===== src/pkg/fetch_bus_defs.svh =====
// constants for the program fetch and external bus block
// assumes a 100 MHz core clock and a 16-bit program address space
//
// Functional notes
// - fetching starts at address zero after reset
// - interrupt vectors fixed, eight bytes apart
// - 4K ROM: below 1000H internal, else external
// - 8K ROM: below 2000H internal, else external
// - 16K ROM: below 4000H internal, else external
// - 32K ROM: below 8000H internal, else external
// - select low sends every fetch external
// - program strobe only for external fetches
// - port zero drives low address, then floats
// - address latch strobe while low address valid
// - port two holds high address throughout fetch
// - program strobe then memory drives code byte
// - program addresses always full 16 bits
// - ports zero and two owned by bus
// - program memory never written
// - separate active-low data read/write strobes
// - data addresses 8-bit or 16-bit pointer
// - two-byte data address: high on port two
`ifndef FETCH_BUS_DEFS_SVH
`define FETCH_BUS_DEFS_SVH

// ---------------------------------------------------------------
// vectors
// ---------------------------------------------------------------
`define VEC_RESET    16'h0000
`define VEC_EXT0     16'h0003
`define VEC_TIMER0   16'h000b
`define VEC_EXT1     16'h0013
`define VEC_TIMER1   16'h001b
`define IRQ_EXT0     4'h1
`define IRQ_TIMER0   4'h2
`define IRQ_EXT1     4'h4
`define IRQ_TIMER1   4'h8

// ---------------------------------------------------------------
// internal rom limits (first external address per size)
// ---------------------------------------------------------------
`define ROM_TOP_4K   16'h1000
`define ROM_TOP_8K   16'h2000
`define ROM_TOP_16K  16'h4000
`define ROM_TOP_32K  16'h8000
`define ROM_SZ_4K    2'h0
`define ROM_SZ_8K    2'h1
`define ROM_SZ_16K   2'h2
`define ROM_SZ_32K   2'h3

// ---------------------------------------------------------------
// bus phase timing, in ns, rounded up to core cycles
// ---------------------------------------------------------------
`define ADDR_NS      20
`define STROBE_NS    40
`define ADDR_CYC     ((`ADDR_NS + 9) / 10)
`define STROBE_CYC   ((`STROBE_NS + 9) / 10)
`define CNT_W        4

`endif


===== src/pkg/fetch_bus_pkg.sv =====
// types for the program fetch and external bus block
// assumes fetch_bus_defs.svh holds the numbers
package fetch_bus_pkg;

    // bus cycle kinds
    typedef enum logic [1:0] {
        OP_FETCH = 2'h0,
        OP_RD    = 2'h1,
        OP_WR    = 2'h2
    } op_t;

    // request from the core
    typedef struct packed {
        op_t         op;      // kind of cycle
        logic        wide;    // data address is 16 bits
        logic [15:0] addr;    // pc or pointer/8-bit address
        logic [7:0]  wdata;   // write data
    } bus_req_t;

    // phases, gray coded along the path
    typedef enum logic [2:0] {
        ST_IDLE  = 3'h0,
        ST_ADDR  = 3'h1,
        ST_FLOAT = 3'h3,
        ST_STRB  = 3'h2,
        ST_DONE  = 3'h6
    } phase_t;

endpackage : fetch_bus_pkg


===== src/hw/rom_region.sv =====
// decides whether a fetch is served by internal rom
// assumes a synchronised select level from the caller
`timescale 1ns/1ps
`default_nettype none
`include "fetch_bus_defs.svh"

module rom_region (
    input  wire logic [15:0] addr,
    input  wire logic [1:0]  rom_size,
    input  wire logic        rom_present,
    input  wire logic        ea_high,
    output logic             internal
);
    logic [15:0] top;  // first external address

    // ---------------------------------------------------------------
    // region decode
    // ---------------------------------------------------------------
    always_comb begin
        case (rom_size)
            `ROM_SZ_4K:  top = `ROM_TOP_4K;
            `ROM_SZ_8K:  top = `ROM_TOP_8K;
            `ROM_SZ_16K: top = `ROM_TOP_16K;
            default:     top = `ROM_TOP_32K;
        endcase
        // select low: nothing internal
        internal = ea_high && rom_present && (addr < top);
    end
endmodule : rom_region
`default_nettype wire


===== src/hw/fetch_bus.sv =====
// program fetch and external bus sequencer
// assumes a core issuing one request at a time, latch on the board
`timescale 1ns/1ps
`default_nettype none
`include "fetch_bus_defs.svh"

module fetch_bus #(
    parameter logic [1:0] ROM_SIZE    = `ROM_SZ_4K,
    parameter bit         ROM_PRESENT = 1'b1
) (
    input  wire logic                      MCLK,
    input  wire logic                      RESET,
    input  wire logic                      REQ_VALID,
    output logic                           REQ_READY,
    input  wire fetch_bus_pkg::bus_req_t   REQ,
    output logic                           RSP_VALID,
    output logic [7:0]                     RSP_DATA,
    output logic                           RSP_INTERNAL,
    output logic [15:0]                    ROM_ADDR,
    input  wire logic [7:0]                ROM_DATA,
    input  wire logic [3:0]                IRQ_SEL,
    output logic [15:0]                    VECTOR,
    output logic [15:0]                    RESET_PC,
    input  wire logic                      EXTERNAL_ACCESS_SELECT_N,
    output logic                           ALE,
    output logic                           PROGRAM_STORE_STROBE_N,
    output logic                           DATA_READ_N,
    output logic                           DATA_WRITE_N,
    input  wire logic [7:0]                PORT_ZERO_ADDR_DATA_I,
    output logic [7:0]                     PORT_ZERO_ADDR_DATA_O,
    output logic                           PORT_ZERO_ADDR_DATA_OE_N,
    output logic [7:0]                     PORT_TWO_HIGH_ADDR,
    output logic                           BUS_OWNED
);
    // ---------------------------------------------------------------
    // state
    // ---------------------------------------------------------------
    fetch_bus_pkg::phase_t   phase_q;     // bus phase
    fetch_bus_pkg::bus_req_t req_q;       // captured request
    logic [`CNT_W-1:0]       cnt_q;       // cycles left in phase
    logic [1:0]              ea_sync_q;   // select synchroniser
    logic [7:0]              p0_sync0_q;  // port zero first stage
    logic [7:0]              p0_sync1_q;  // port zero second stage
    logic                    ea_high;     // strap level, synced
    logic                    internal;    // served by on-chip rom
    logic                    take;        // request accepted
    logic                    is_fetch;    // request is a fetch
    logic [7:0]              p2_q;        // high address latch
    logic [7:0]              p0o_q;       // port zero drive value
    logic                    p0oe_n_q;    // port zero enable, low=drive
    logic                    ale_q;
    logic                    program_store_strobe_n_n_q;
    logic                    rd_n_q;
    logic                    wr_n_q;
    logic                    rsp_q;
    logic [7:0]              rdata_q;
    logic                    rint_q;

    // ---------------------------------------------------------------
    // strap and data-pin synchronisers
    // ---------------------------------------------------------------
    // strap is active low in name; pin high means rom may serve
    always_ff @(posedge MCLK) begin
        if (RESET) begin
            ea_sync_q <= 2'h0;
        end else begin
            ea_sync_q <= {ea_sync_q[0], EXTERNAL_ACCESS_SELECT_N};
        end
    end
    assign ea_high = ea_sync_q[1];

    // port zero sampled through two stages before use
    always_ff @(posedge MCLK) begin
        if (RESET) begin
            p0_sync0_q <= 8'h00;
            p0_sync1_q <= 8'h00;
        end else begin
            p0_sync0_q <= PORT_ZERO_ADDR_DATA_I;
            p0_sync1_q <= p0_sync0_q;
        end
    end

    // ---------------------------------------------------------------
    // region decode
    // ---------------------------------------------------------------
    rom_region u_region (
        .addr        (REQ.addr),
        .rom_size    (ROM_SIZE),
        .rom_present (ROM_PRESENT),
        .ea_high     (ea_high),
        .internal    (internal)
    );

    // ---------------------------------------------------------------
    // vectors, fixed constants
    // ---------------------------------------------------------------
    always_comb begin
        case (IRQ_SEL)
            `IRQ_EXT0:   VECTOR = `VEC_EXT0;
            `IRQ_TIMER0: VECTOR = `VEC_TIMER0;
            `IRQ_EXT1:   VECTOR = `VEC_EXT1;
            `IRQ_TIMER1: VECTOR = `VEC_TIMER1;
            default: VECTOR = `VEC_RESET;
        endcase
    end
    // core loads this pc when reset releases
    assign RESET_PC = `VEC_RESET;

    assign is_fetch  = (REQ.op == fetch_bus_pkg::OP_FETCH);
    assign REQ_READY = (phase_q == fetch_bus_pkg::ST_IDLE);
    assign take      = REQ_VALID && REQ_READY;
    // full 16-bit address to rom, no truncation for small parts
    assign ROM_ADDR  = REQ.addr;

    // ---------------------------------------------------------------
    // phase sequencer
    // ---------------------------------------------------------------
    // a write op is never a fetch, so program space stays read-only
    always_ff @(posedge MCLK) begin
        if (RESET) begin
            phase_q <= fetch_bus_pkg::ST_IDLE;
            cnt_q   <= '0;
            req_q   <= '0;
        end else begin
            case (phase_q)
                fetch_bus_pkg::ST_IDLE: begin
                    if (take && !(is_fetch && internal)) begin
                        req_q   <= REQ;
                        phase_q <= fetch_bus_pkg::ST_ADDR;
                        cnt_q   <= `CNT_W'(`ADDR_CYC - 1);
                    end
                end
                fetch_bus_pkg::ST_ADDR: begin
                    if (cnt_q == '0) begin
                        phase_q <= fetch_bus_pkg::ST_FLOAT;
                    end else begin
                        cnt_q <= cnt_q - 1'b1;
                    end
                end
                fetch_bus_pkg::ST_FLOAT: begin
                    // one cycle with port zero released, or still driving write data for a write
                    phase_q <= fetch_bus_pkg::ST_STRB;
                    cnt_q   <= `CNT_W'(`STROBE_CYC - 1);
                end
                fetch_bus_pkg::ST_STRB: begin
                    if (cnt_q == '0) begin
                        phase_q <= fetch_bus_pkg::ST_DONE;
                    end else begin
                        cnt_q <= cnt_q - 1'b1;
                    end
                end
                fetch_bus_pkg::ST_DONE: begin
                    phase_q <= fetch_bus_pkg::ST_IDLE;
                end
                default: begin
                    phase_q <= fetch_bus_pkg::ST_IDLE;
                end
            endcase
        end
    end

    // ---------------------------------------------------------------
    // pin drive
    // ---------------------------------------------------------------
    always_ff @(posedge MCLK) begin
        if (RESET) begin
            ale_q    <= 1'b0;
            p0o_q    <= 8'h00;
            p0oe_n_q <= 1'b1;
            p2_q     <= 8'h00;
        end else begin
            ale_q <= 1'b0;
            if (phase_q == fetch_bus_pkg::ST_IDLE && take &&
                !(is_fetch && internal)) begin
                // low byte out, latch strobe high
                p0o_q    <= REQ.addr[7:0];
                p0oe_n_q <= 1'b0;
                ale_q    <= 1'b1;
                // 8-bit data address leaves port two alone
                if (is_fetch || REQ.wide) begin
                    p2_q <= REQ.addr[15:8];
                end
            end else if (phase_q == fetch_bus_pkg::ST_ADDR) begin
                ale_q <= (cnt_q != '0);
                if (cnt_q == '0) begin
                    // float, or put write data out
                    if (req_q.op == fetch_bus_pkg::OP_WR) begin
                        p0o_q <= req_q.wdata;
                    end else begin
                        p0oe_n_q <= 1'b1;
                    end
                end
            end else if (phase_q == fetch_bus_pkg::ST_DONE) begin
                p0oe_n_q <= 1'b1;
            end
        end
    end

    // ---------------------------------------------------------------
    // strobes
    // ---------------------------------------------------------------
    always_ff @(posedge MCLK) begin
        if (RESET) begin
            program_store_strobe_n_n_q <= 1'b1;
            rd_n_q   <= 1'b1;
            wr_n_q   <= 1'b1;
        end else begin
            program_store_strobe_n_n_q <= 1'b1;
            rd_n_q   <= 1'b1;
            wr_n_q   <= 1'b1;
            if (phase_q == fetch_bus_pkg::ST_FLOAT ||
                (phase_q == fetch_bus_pkg::ST_STRB && cnt_q != '0)) begin
                case (req_q.op)
                    fetch_bus_pkg::OP_FETCH: program_store_strobe_n_n_q <= 1'b0;
                    fetch_bus_pkg::OP_RD:    rd_n_q   <= 1'b0;
                    fetch_bus_pkg::OP_WR:    wr_n_q   <= 1'b0;
                    default: begin
                    end
                endcase
            end
        end
    end

    // ---------------------------------------------------------------
    // answer
    // ---------------------------------------------------------------
    // external byte taken in done from the second sync stage: the wire level one edge before the strobe rose
    always_ff @(posedge MCLK) begin
        if (RESET) begin
            rsp_q   <= 1'b0;
            rdata_q <= 8'h00;
            rint_q  <= 1'b0;
        end else begin
            rsp_q <= 1'b0;
            if (take && is_fetch && internal) begin
                rsp_q   <= 1'b1;
                rdata_q <= ROM_DATA;
                rint_q  <= 1'b1;
            end else if (phase_q == fetch_bus_pkg::ST_DONE) begin
                rsp_q  <= 1'b1;
                rint_q <= 1'b0;
                if (req_q.op != fetch_bus_pkg::OP_WR) begin
                    rdata_q <= p0_sync1_q;
                end
            end
        end
    end

    assign RSP_VALID                = rsp_q;
    assign RSP_DATA                 = rdata_q;
    assign RSP_INTERNAL             = rint_q;
    assign ALE                      = ale_q;
    assign PROGRAM_STORE_STROBE_N   = program_store_strobe_n_n_q;
    assign DATA_READ_N              = rd_n_q;
    assign DATA_WRITE_N             = wr_n_q;
    assign PORT_ZERO_ADDR_DATA_O    = p0o_q;
    assign PORT_ZERO_ADDR_DATA_OE_N = p0oe_n_q;
    assign PORT_TWO_HIGH_ADDR       = p2_q;
    // ports handed to the bus while any external cycle runs
    assign BUS_OWNED = (phase_q != fetch_bus_pkg::ST_IDLE);

    // ---------------------------------------------------------------
    // checks
    // ---------------------------------------------------------------
    a_program_store_strobe_n_only_fetch: assert property (@(posedge MCLK) disable iff (RESET)
        !PROGRAM_STORE_STROBE_N |-> (req_q.op == fetch_bus_pkg::OP_FETCH))
        else $error("program strobe on non-fetch");
    a_int_no_program_store_strobe_n: assert property (@(posedge MCLK) disable iff (RESET)
        (take && is_fetch && internal) |-> ##1 PROGRAM_STORE_STROBE_N[*3])
        else $error("program strobe on internal fetch");
    a_ea_low_ext: assert property (@(posedge MCLK) disable iff (RESET)
        (!ea_high && take) |-> ##1 BUS_OWNED)
        else $error("fetch stayed internal with select low");
    a_float_strobe: assert property (@(posedge MCLK) disable iff (RESET)
        !PROGRAM_STORE_STROBE_N |-> PORT_ZERO_ADDR_DATA_OE_N)
        else $error("port zero driven under program strobe");
    a_ale_addr: assert property (@(posedge MCLK) disable iff (RESET)
        ALE |-> (!PORT_ZERO_ADDR_DATA_OE_N &&
                 PORT_ZERO_ADDR_DATA_O == req_q.addr[7:0]))
        else $error("latch strobe without low address");
    a_p2_high: assert property (@(posedge MCLK) disable iff (RESET)
        !PROGRAM_STORE_STROBE_N |-> PORT_TWO_HIGH_ADDR == req_q.addr[15:8])
        else $error("port two not high address");
    a_no_dual_strb: assert property (@(posedge MCLK) disable iff (RESET)
        !(!DATA_READ_N && !DATA_WRITE_N))
        else $error("read and write strobes together");
    a_done_rsp: assert property (@(posedge MCLK) disable iff (RESET)
        (phase_q == fetch_bus_pkg::ST_DONE) |=> RSP_VALID)
        else $error("no answer after external cycle");
    a_cycle_len: assert property (@(posedge MCLK) disable iff (RESET)
        $rose(ALE) |-> ##[1:12] (phase_q == fetch_bus_pkg::ST_DONE))
        else $error("external cycle too long");

endmodule : fetch_bus
`default_nettype wire


===== config.mk =====
export PLATFORM = sky130hd
export DESIGN_NAME = fetch_bus
export DESIGN_NICKNAME = d
export VERILOG_FILES = /design/src/pkg/fetch_bus_pkg.sv /design/src/hw/rom_region.sv /design/src/hw/fetch_bus.sv
export VERILOG_INCLUDE_DIRS = /design/src /design/src/pkg
export SDC_FILE = /design/constraint.sdc
export NUM_CORES = 1
export LEC_CHECK = 0
export BUFFER_PORTS_ARGS = -buffer_cell sky130_fd_sc_hd__buf_2
export CAP_MARGIN = 30
export CORE_MARGIN = 2
export CORE_UTILIZATION = 42
export CTS_CLUSTER_SIZE = 10
export DETAILED_ROUTE_END_ITERATION = 10
export GPL_TIMING_DRIVEN = 0
export HOLD_SLACK_MARGIN = 0.03
export PLACE_DENSITY = 0.75
export SYNTH_ARGS = -nofsm -noshare
export SYNTH_HDL_FRONTEND = slang
export SYNTH_HIERARCHICAL = 1
export SYNTH_SLANG_ARGS = --single-unit
export TNS_END_PERCENT = 100

===== constraint.sdc =====
create_clock -name MCLK -period 2.1 [get_ports MCLK]
set_clock_uncertainty 0.05 [all_clocks]
set_input_delay 0.21 -clock MCLK [delete_from_list [all_inputs] [get_ports MCLK]]
set_output_delay 0.21 -clock MCLK [all_outputs]
set_load 0.05 [all_outputs]

Yosys cells after proc, flatten, opt, wreduce, memory -nomap -nowiden
Cells that the tools add are included. Widths: inputs -> output; s select.

Register bits: 66. Input bits: 51. Output and inout port bits: 81. Logic and storage cells: 100.

$add $sub $neg: 1. $lt $le $gt $ge: 1. Equality and inequality tests: 17. Muxes and demuxes: 29. Bitwise logic cells: 1. Reductions and logical operators: 34.

Operators with widths (number): $mux 8 (7); $pmux 5 s4 (1); $lt 16x13->1 const B (1); $mux 1 (14); $pmux 3 s4 (1); $pmux 4 s3 (1); $reduce_and 3->1 (4); $reduce_bool 2->1 (5); $logic_and 1x1->1 (9); $mux 3 (3); $reduce_bool 3->1 (3); $mux 4 (2); $ne 2x2->1 const B (4); $eq 3x2->1 const B (2); $ne 3x3->1 const B (2); $reduce_and 2->1 (3); $eq 4x1->1 const B (1); $eq 4x2->1 const B (1); $eq 4x3->1 const B (1); $eq 4x4->1 const B (1); $logic_not 2->1 (2); $logic_not 4->1 (1); $reduce_bool 4->1 (1); $reduce_or 2->1 (2); other kinds (10) (11).

Longest topological paths before layout
Gate-level depths: netlist of run 1.

Depth in word-level cells: 7. Mapped depth: 10. Mapped depth without buffers: 9.

Modules after synthesis
Netlist of run 1, hierarchy kept.

Modules (own cells, without submodules): fetch_bus (times used 1, cells each 311, area each 2839.0 µm², seq. area each 1321.3 µm²); rom_region (times used 1, cells each 11, area each 96.3 µm², seq. area each 0.0 µm²).

Least setup slack after synthesis of run 1
Ideal clock, no wire load.

Path kind: input to output. Start point: input IRQ_SEL[3]. End point: output VECTOR[1]. Data arrival time: 1970 ps. Required time: 1840 ps. Slack: -130 ps. Stages on the path: 5. Path buffers: 1. Path through: xnor2_1 > nor2_1 > a21oi_1 > o21ai_0 > buf_4.

Longest elaborated chain between the ends: 2. Elaborated cells between the ends (all ways): 5. Those cells by class: eq/ne: 4; mux: 1.

RTL lines: start: declaration (RTL line fetch_bus.sv:21) `input wire logic [3:0] IRQ_SEL,`; $eq 4x4->1 (tied with other cells) (RTL line fetch_bus.sv:98) `case (IRQ_SEL)`; $pmux 5 s4 (*) (RTL line fetch_bus.sv:98); end: declaration (RTL line fetch_bus.sv:22) `output logic [15:0] VECTOR,`.

Mark *: on every way between the ends. The rest lies on a longest branch, timed or not.

Worst setup path in the final report of run 1
Start point: input REQ[21] in the netlist's numbering. End point: register rdata_q[3] (netlist: RSP_DATA[3]).

Longest elaborated chain between the ends: 5. Elaborated cells between the ends (all ways): 7. Those cells by class: order compare: 1; mux: 1; reduce/logical: 5.

RTL lines: start: declaration (RTL line fetch_bus.sv:15) `input wire fetch_bus_pkg::bus_req_t REQ,`; $lt 16x13->1 (*) (RTL line rom_region.sv:27) `internal = ea_high && rom_present && (addr < top);`; $logic_and 1x1->1 (*) (RTL line rom_region.sv:27); via internal (RTL line fetch_bus.sv:45) `logic internal;`; $logic_and 1x1->1 (*) (RTL line fetch_bus.sv:235) `if (take && is_fetch && internal) begin`; $reduce_bool 2->1 (no line); $reduce_and 2->1 (no line); end signal: assignment (RTL line fetch_bus.sv:243) `rdata_q <= p0_sync1_q;`; end: declaration (RTL line fetch_bus.sv:56) `logic [7:0] rdata_q;`.

Mark *: on every way through the listed nets, which the timed path passes. The rest lies on a longest branch. A chain may end at the register's enable or synchronous reset.

==> results of run 1 <==
[layer usage]
layer,vias to the layer above,global-route usage
met1,1103,0.1924
met3,8,0.04241
met4,0,0.07413
met5,-,0
li1,1334,-
met2,80,0.2837
[what timing repair did]
action | CTS | global route
pin swaps | 0 | 4
endpoints found under the setup margin | 8 | 16
buffers inserted | 0 | 1
endpoints found under the hold margin | 8 | 0
resized for setup | 1 | 8
hold buffers | 8 | 0
[final cells by class]
type / instances / area (sq um) / area share
multi-input combinational: 229 / 1389 / 0.3400
sequential: 66 / 1321 / 0.3234
timing repair buffer: 111 / 598.1 / 0.1464
buffer: 58 / 399.1 / 0.09770
clock buffer: 10 / 127.6 / 0.03124
tap: 96 / 120.1 / 0.02940
clock inverter: 6 / 115.1 / 0.02818
inverter: 4 / 15.01 / 0.003675
[report_power, final]
part	switching, mW	internal [mW]
logic	0.905	0.445
clock network	0.488	0.793
registers	0.0769	1.39
total	1.47	2.62
[final timing paths]
kind	start	to	slack (ns)	depth (start not counted)
max	REQ[21]	RSP_DATA[3]$_SDFFE_PP0P_	0.17	9
min	PORT_ZERO_ADDR_DATA_I[6]	p0_sync0_q[6]$_SDFF_PP0_	0.04	2
max reg2reg	cnt_q[0]$_SDFFE_PP0P_	PORT_ZERO_ADDR_DATA_O[2]$_SDFFE_PP0P_	0.20	6
min reg2reg	p0_sync0_q[1]$_SDFF_PP0_	p0_sync1_q[1]$_SDFF_PP0_	0.39	1
[logic make-up after synthesis]
kind of cell    Yosys count  synth area share
xor+xnor                  3          0.008953
mux                      16           0.05456
compound gates           58            0.1313
other cells               2          0.002558
buf+inv                  62            0.1394
simple gates            111            0.1961
fa+ha+maj                 4           0.01705
flops                    66            0.4501
[through the flow]
stage                     cells  hold WS, ns    util
after floorplan             357       0.2882       -
after global routing        580      0.04693  0.6013
after global placement      555       0.3621  0.5457
after detailed placement    555       0.3664  0.5457
after CTS                   579      0.03080  0.5939
final                       580      0.04079  0.6013
[worst max-delay path, stage by stage]
cell and delay, ns:
buf_2 0.12, ha_1 0.21, nor4_2 0.24, o21bai_1 0.12, a211oi_2 0.22, or3b_4 0.48, nor2_4 0.24, a22oi_1 0.16
a21oi_1 0.17
[flip-flops by register name, summed over array words and instances, names as in the netlist, 2 cells and up]
register,count
req_q,10
PORT_TWO_HIGH_ADDR,8
PORT_ZERO_ADDR_DATA_O,8
RSP_DATA,8
p0_sync0_q,8
p0_sync1_q,8
cnt_q,4
phase_q,3
ea_sync_q,2
[cells in the final DEF, fill, tap and decap left out, drive strengths merged, types with 10 or more instances in the layout]
| master | n |
|---|---|
| a211oi | 10 |
| a21oi | 26 |
| a22oi | 10 |
| buf | 154 |
| clkbuf | 17 |
| conb | 37 |
| dfxtp | 66 |
| mux2i | 16 |
| nand2 | 33 |
| nor2 | 31 |
| nor2b | 19 |
==> flow_metrics.env, run 1 <==
export IMPL_wl_per_cell_microns=10.88
export IMPL_cts_sinks=66
export IMPL_hold_violations=0
export IMPL_peakVddDrop_uv=353.2
export IMPL_via_per_inst=4.353
export IMPL_yosysSeqAreaShare=0.4501
export IMPL_cts_tree="built"
export IMPL_antenna_cells=0
export IMPL_clk_latency_ns=0.34
export IMPL_worstSetupStartpointType="input port"
export IMPL_drc_errors=0
export IMPL_syn_area_per_cell_sq_um=9.116
export IMPL_worstMarginPinSlew_ns=0.6875
export IMPL_syn_to_final_growth_pct=39.17
export IMPL_setup_viol=0
export IMPL_grt_max_degree=13
export IMPL_start_util=0.4320
export IMPL_dp_hpwl_microns=4909
export IMPL_gp_congestion=0.8453
export IMPL_finalInstanceArea_sq_mm=0.004085
export IMPL_synthFlopType="dfxtp_1"
export IMPL_num_rows=30
export IMPL_die_h_microns=87.60
export IMPL_crit_fanout=10
export IMPL_drive_gt1_frac=0.3760
export IMPL_yosysWarnings=6
export IMPL_maxCapViolations=0
export IMPL_crit_type="input port to register"
export IMPL_drtIter0Drc=121
export IMPL_core_area_sq_mm=0.006794
export IMPL_fin_crit_sh=0.9212
export IMPL_drt_pass1_iterations=4
export IMPL_grt_pass1_vias=2188
export IMPL_wl_met1_microns=2697
export IMPL_cts_path_max_buffers=2
export IMPL_synthCells=322
export IMPL_wirelength_microns=6309
export IMPL_synth_edf_count=0
export IMPL_ys_async_sr_fraction=0
export IMPL_slew_violations=0
export IMPL_dieArea_sq_mm=0.007674
export IMPL_path_clk_slew_ns=0.08
export IMPL_tns_ns=0
export IMPL_rsz0062_at_grt="no"
export IMPL_clockRootBuffer="clkbuf_8"
export IMPL_grt_pass1_wl_microns=9749
export IMPL_antenna_left=0
export IMPL_post_synth_top_area_cell="dfxtp_1"
export IMPL_crit_arrival_ns=2.16
export IMPL_synth_most_common_cell="dfxtp_1"
export IMPL_outcome="complete, no violations"
export IMPL_slew_headroom=0.5417
export IMPL_antenna_found_initial=0
export IMPL_io_buffer_count=102
export IMPL_pre_cts_ws_ns=-0.3510
export IMPL_io_pins=132
export IMPL_ys_types=42
export IMPL_ys_ff_latch=66
export IMPL_crit_required_ns=2.32
export IMPL_layout_setup_ws_ns=0.1655
export IMPL_gr_total_overflow=0
export IMPL_route_vias_total=2525
export IMPL_highest_layer="met4"
export IMPL_hold_class="input port to register"
export IMPL_cts_buffers=9
export IMPL_placed_cell_area_sq_mm=0.003707
export IMPL_p_leak_nw=1.959
export IMPL_total_power_mw=4.092
export IMPL_synth_common_cells="66 x dfxtp_1, 45 x buf_4, 32 x nand2_1"
export IMPL_period_minus_slack_ns=1.935
export IMPL_wl_met2_microns=3137
export IMPL_nNetsFinal=534
export IMPL_ys_top_cells_by_area="dfxtp_1 45%, buf_4 12%, mux2i_1 5.5%, a21oi_1 4.3%, nand2_1 4.1%"
export IMPL_max_freq_mhz=516.9
export IMPL_p_per_area_mw_per_mm2=1002
export IMPL_nFillCells=629
export IMPL_cts_htree_levels=3
export IMPL_synth_top_area_frac=0.4501
export IMPL_route_met3_wl_microns=388
export IMPL_end_kind="register"
export IMPL_synth_area_sq_mm=0.002935
export IMPL_grt_use_total=0.1647
export IMPL_fp_dieW_microns=87.60
Note: power is estimated with default switching activity, not from simulation.
==> run 2, diff against run 1 <==
Settings changed: CORE_ASPECT_RATIO from default to 1.5.
==> run 2 against run 1 <==
Core utilization shrank 1.6 points. Count of clock-buffer cells in the layout increased by 1. First-iteration DRC count down 23%. Worst setup slack got worse by 0.042 ns. Critical path type unchanged. Highest routed layer unchanged.
==> flow_metrics.env, run 2 (synthesis results as in run 1) <==
export IMPL_outcome="complete, no violations"
export IMPL_max_freq_mhz=505.9
export IMPL_crit_required_ns=2.33
export IMPL_crit_buf_inv=2
export IMPL_period_minus_slack_ns=1.977
export IMPL_largest_reg_flops=10
export IMPL_grt_pass1_vias=2334
export IMPL_hold_start="REQ[4]"
export IMPL_reg2reg_to="PORT_ZERO_ADDR_DATA_O[3]$_SDFFE_PP0P_"
export IMPL_hold_violations=0
export IMPL_maxCapViolations=0
export IMPL_largest_register="req_q"
export IMPL_crit_path_frequent_cell="buf_2"
export IMPL_hold_class="input port to register"
export IMPL_route_vias_total=2584
export IMPL_rsz0062_at_grt="yes"
export IMPL_clk_latency_ns=0.35
export IMPL_antenna_found_initial=0
export IMPL_wirelength_microns=6585
export IMPL_die_h_microns=106.4
export IMPL_drt_pass1_iterations=4
export IMPL_cts_tree="built"
export IMPL_via_per_inst=4.598
export IMPL_crit_type="input port to register"
export IMPL_crit_fanout=10
export IMPL_slew_headroom=0.5266
export IMPL_num_rows=37
export IMPL_fin_crit_sh=0.9412
export IMPL_clockRootBuffer="clkbuf_8"
export IMPL_final_cell_mix="107 x buf_2, 66 x dfxtp_1, 45 x buf_4, 37 x conb_1, 32 x nand2_1"
export IMPL_antenna_cells=0
export IMPL_gp_congestion=0.8795
export IMPL_pre_cts_ws_ns=-0.3452
export IMPL_slew_violations=0
export IMPL_peakVddDrop_uv=389.1
export IMPL_setup_viol=0
export IMPL_finalInstanceArea_sq_mm=0.003985
export IMPL_p_leak_nw=1.919
export IMPL_start_util=0.4313
export IMPL_final_common_cell="buf_2"
export IMPL_dp_hpwl_microns=5010
export IMPL_p_per_area_mw_per_mm2=947.0
export IMPL_syn_to_final_growth_pct=35.76
export IMPL_cts_path_max_buffers=2
export IMPL_drive_gt1_frac=0.3740
export IMPL_fp_dieW_microns=72.26
export IMPL_nFillCells=595
export IMPL_antenna_left=0
export IMPL_cts_htree_levels=3
export IMPL_layout_setup_ws_ns=0.1234
export IMPL_io_pins=132
export IMPL_holdPathEnd="req_q[4]$_SDFFE_PP0P_"
export IMPL_drc_errors=0
export IMPL_max_stage_delay_ns=0.45
export IMPL_cts_sinks=66
export IMPL_io_buffer_count=102
export IMPL_placed_cell_area_sq_mm=0.003685
export IMPL_drtIter0Drc=93
export IMPL_grt_use_total=0.1724
export IMPL_crit_slowest_cell="or3b_4"
export IMPL_nNetsFinal=534
export IMPL_worstReg2RegStart="phase_q[0]$_SDFFE_PP0P_"
export IMPL_cts_buffers=9
export IMPL_crit_arrival_ns=2.21
export IMPL_worstMarginPinSlew_ns=0.7101
export IMPL_dieArea_sq_mm=0.007687
export IMPL_grt_pass1_wl_microns=10230
export IMPL_wl_per_cell_microns=11.72
export IMPL_r2r_slack_ns=0.25
export IMPL_cp_cell_sequence="buf_2 -> ha_1 -> nor4_2 -> o21bai_1 -> a211oi_2 -> or3b_4 -> nand2_4 -> buf_2 -> a22oi_1 -> nor2_1"
export IMPL_worstSetupStartpointType="input port"
export IMPL_end_kind="register"
export IMPL_worstRegToRegCells=5
export IMPL_path_clk_slew_ns=0.07
export IMPL_gr_total_overflow=0
export IMPL_grt_max_degree=13
export IMPL_critPathTopFamily="simple AND/OR/NAND/NOR gates"
export IMPL_core_area_sq_mm=0.006805
export IMPL_hold_depth=3
[run 2: changes by cell type in the layout (fill, tap and decap cells not counted), moves of 2 or more]
cell,change
bufinv_16,-3
buf_4,-3
inv_6,+2
clkinv_4,-2
[run 2: report_power, final]
| part | switching, mW | internal, mW | total [mW] |
|---|---|---|---|
| clock network | 0.496 | 0.466 | 0.962 |
| logic | 0.906 | 0.437 | 1.34 |
| registers | 0.0839 | 1.39 | 1.47 |
[run 2: worst max path at each step]
stage                  from                                     to  slack [ns]  cells past startpoint
global route        REQ[21]  PORT_ZERO_ADDR_DATA_O[6]$_SDFFE_PP0P_      -0.006                     10
detailed placement  REQ[21]               RSP_DATA[1]$_SDFFE_PP0P_       -0.35                      9
global placement    REQ[21]               RSP_DATA[7]$_SDFFE_PP0P_       -0.32                      9
floorplan           REQ[21]                  cnt_q[0]$_SDFFE_PP0P_        0.02                      8
CTS                 REQ[21]               RSP_DATA[1]$_SDFFE_PP0P_        0.03                      9
finish              REQ[21]                 req_q[26]$_SDFFE_PP0P_        0.12                     10
[run 2: final cells by class]
type | count | area (sq um) | area share
multi-input cells | 229 | 1371 | 0.3441
clock inverters | 5 | 37.54 | 0.009419
repair buffers | 111 | 600.6 | 0.1507
flip-flops and latches | 66 | 1321 | 0.3316
well taps | 78 | 97.59 | 0.02449
clock buffers | 11 | 141.4 | 0.03548
inverters | 4 | 15.01 | 0.003768
plain buffers | 58 | 400.4 | 0.1005
[run 2: metal layers]
layer  vias to the layer above  part of all wire  global-route usage
met5                         -                 0                   0
met3                        10             0.070             0.04360
met1                      1149              0.37              0.1718
li1                       1338                 -                   -
met2                        87              0.54              0.3126
met4                         0             0.022             0.09973
[run 2: worst register-to-register path, cell delays in order, from the launching register on]
cell and delay [ns]:
dfxtp_1 0.33, buf_2 0.21, nor3b_1 0.50, nand3_4 0.25
mux2i_1 0.18, a211oi_1 0.24
[run 2: through the flow]
stage	total power, mW	TNS (ns)	hold slack [ns]	instances	utilization
after floorplan	2.496	0	0.2882	357	-
after global placement	2.742	-7.155	0.3632	537	0.5415
after detailed placement	2.780	-8.034	0.3717	537	0.5415
after CTS	3.755	0	0.04349	562	0.5817
after global routing	3.958	-0.009761	0.05205	562	0.5856
final	3.774	0	0.05176	562	0.5856
[run 2: repair_timing]
action,in CTS,in global routing
gates resized for setup,1,5
setup endpoints to repair,8,18
gates cloned,0,0
setup buffers,0,0
endpoints found under the hold margin,9,0
hold buffers,9,0
==> run 3, diff against run 2 <==
Settings changed: CORE_MARGIN 2 to default.
==> run 3 against run 2 <==
Sequential share of layout area up 0.20 points. Routed wire length shrank 2.0%. Count of clock-buffer cells in the layout shrank 1. Clock power is 11% higher. Sequential cell count stayed put. Maximum frequency fell by 1.9%. Worst setup slack got worse by 0.039 ns. Register-to-register slack got worse by 0.08 ns. Combinational power is essentially flat. Global-route usage is 0.95 points higher. Critical path depth fell by 1. First-iteration DRC count increased by 22%. Critical endpoint is now cnt_q[3]$_SDFFE_PP0P_.
==> flow_metrics.env, run 3 (synthesis results as in run 1) <==
export IMPL_use_met1=0.1678
export IMPL_fin_crit_sh=0.9598
export IMPL_largest_reg_flops=10
export IMPL_nNetsFinal=531
export IMPL_wl_per_cell_microns=11.55
export IMPL_cts_sinks=66
export IMPL_fp_dieW_microns=70.26
export IMPL_critPathTopFamily="compound AO/OA/AOI/OAI gates"
export IMPL_slew_violations=0
export IMPL_antenna_found_initial=0
export IMPL_period_minus_slack_ns=2.016
export IMPL_crit_required_ns=2.30
export IMPL_utilization=0.5821
export IMPL_max_freq_mhz=496.1
export IMPL_antenna_cells=0
export IMPL_worstRegToRegCells=6
export IMPL_crit_arrival_ns=2.22
export IMPL_crit_fanout=3
export IMPL_clockRootBuffer="clkbuf_8"
export IMPL_route_vias_total=2585
export IMPL_syn_to_final_growth_pct=34.95
export IMPL_wirelength_microns=6454
export IMPL_p_leak_nw=1.920
export IMPL_dp_hpwl_microns=4890
export IMPL_cts_setup_buffers=0
export IMPL_cts_tree="built"
export IMPL_p_per_area_mw_per_mm2=970.7
export IMPL_hold_depth=2
export IMPL_drtIter0Drc=113
export IMPL_setup_viol=0
export IMPL_drive_gt1_frac=0.3784
export IMPL_hold_violations=0
export IMPL_peakVddDrop_uv=397.5
export IMPL_p_sw_mw=1.460
export IMPL_path_clk_slew_ns=0.07
export IMPL_largest_register="req_q"
export IMPL_gr_total_overflow=0
export IMPL_clkPwrFrac=0.279
export IMPL_crit_type="input port to register"
export IMPL_maxCapViolations=0
export IMPL_clk_latency_ns=0.34
export IMPL_final_cell_mix="107 x buf_2, 66 x dfxtp_1, 46 x buf_4, 37 x conb_1, 32 x nand2_1"
export IMPL_power_internal_mw=2.385
export IMPL_nFillCells=611
export IMPL_crit_cells=9
export IMPL_regArea_sq_mm=0.001321
export IMPL_dieArea_sq_mm=0.007334
export IMPL_use_met2=0.3456
export IMPL_globalRoute_busiestLayer="met2"
export IMPL_finalInstanceArea_sq_mm=0.003961
export IMPL_cts_path_max_buffers=2
export IMPL_start_util=0.4313
export IMPL_io_buffer_count=102
export IMPL_gp_congestion=0.8744
export IMPL_drc_errors=0
export IMPL_via_per_inst=4.624
export IMPL_worstSetupStartpointType="input port"
export IMPL_slew_headroom=0.5071
export IMPL_use_met3=0.05717
export IMPL_cp_cell_sequence="buf_2 -> ha_1 -> nor4_2 -> o21bai_1 -> a211oi_2 -> or3b_4 -> a21oi_2 -> nor2_1 -> a311oi_1"
export IMPL_worstMarginPinSlew_ns=0.7394
export IMPL_end_kind="register"
export IMPL_die_h_microns=104.4
export IMPL_final_common_cell="buf_2"
export IMPL_crit_buf_inv=1
export IMPL_comb_power_share=0.342
export IMPL_grt_use_total=0.1819
export IMPL_num_rows=37
export IMPL_crit_slowest_cell="or3b_4"
export IMPL_tns_ns=0
export IMPL_cts_htree_levels=3
export IMPL_antenna_left=0
export IMPL_grt_max_degree=13
export IMPL_placed_cell_area_sq_mm=0.003685
export IMPL_io_pins=132
export IMPL_multi_input_area_sq_mm=0.001358
export IMPL_cts_buffers=9
export IMPL_p_seq_frac=0.379
export IMPL_grt_pass1_wl_microns=10560
export IMPL_drt_pass1_iterations=4
export IMPL_max_stage_delay_ns=0.45
export IMPL_grt_pass1_vias=2457
export IMPL_core_area_sq_mm=0.006805
export IMPL_power_switching_share=0.3798
export IMPL_hold_class="input port to register"
export IMPL_outcome="complete, no violations"
run 3: layer usage:
metal  wire [microns]  up-vias
met2             3485       90
met3              375       15
li1                 -     1322
met5                0        -
met4              174        0
met1             2419     1158
run 3: area by class of cell:
| type | instances | area share |
|---|---|---|
| Multi-Input combinational cell | 229 | 0.3427 |
| Sequential cell | 66 | 0.3335 |
| Timing Repair Buffer | 108 | 0.1440 |
| Buffer | 58 | 0.1001 |
| Clock buffer | 10 | 0.03474 |
| Tap cell | 78 | 0.02464 |
| Clock inverter | 6 | 0.01642 |
| Inverter | 4 | 0.003790 |
run 3: worst paths after layout:
check | start | end | slack (ns)
worst max-delay path | REQ[21] | cnt_q[3]$_SDFFE_PP0P_ | 0.08
worst max register to register | cnt_q[0]$_SDFFE_PP0P_ | PORT_ZERO_ADDR_DATA_O[7]$_SDFFE_PP0P_ | 0.17
worst min-delay path | PORT_ZERO_ADDR_DATA_I[1] | p0_sync0_q[1]$_SDFF_PP0_ | 0.04
worst min register to register | p0_sync0_q[5]$_SDFF_PP0_ | p0_sync1_q[5]$_SDFF_PP0_ | 0.39
run 3: power by group through the flow:
stage	logic [mW]	clock network, mW	registers (mW)
after floorplan	0.826	0	1.67
after global placement	1.26	0	1.48
after detailed placement	1.29	0	1.48
after CTS	1.31	1.09	1.46
after global routing	1.41	1.15	1.48
final	1.31	1.07	1.46
run 3: what timing repair did:
action	in CTS	in global routing
endpoints found under the hold margin	6	0
hold buffers	6	0
endpoints found under the setup margin	16	2
gates resized for setup	2	1
run 3: through the flow:
stage | hold WS, ns | total power, mW | worst slack [ns] | instances
4_1_cts | 0.03178 | 3.860 | 0.002335 | 559
3_5_place_dp | 0.3720 | 2.775 | -0.3745 | 537
3_3_place_gp | 0.3611 | 2.738 | -0.3159 | 537
5_1_grt | 0.03206 | 4.033 | -0.0002365 | 559
2_1_floorplan | 0.2882 | 2.496 | 0.01778 | 357
6_report | 0.03603 | 3.845 | 0.08433 | 559
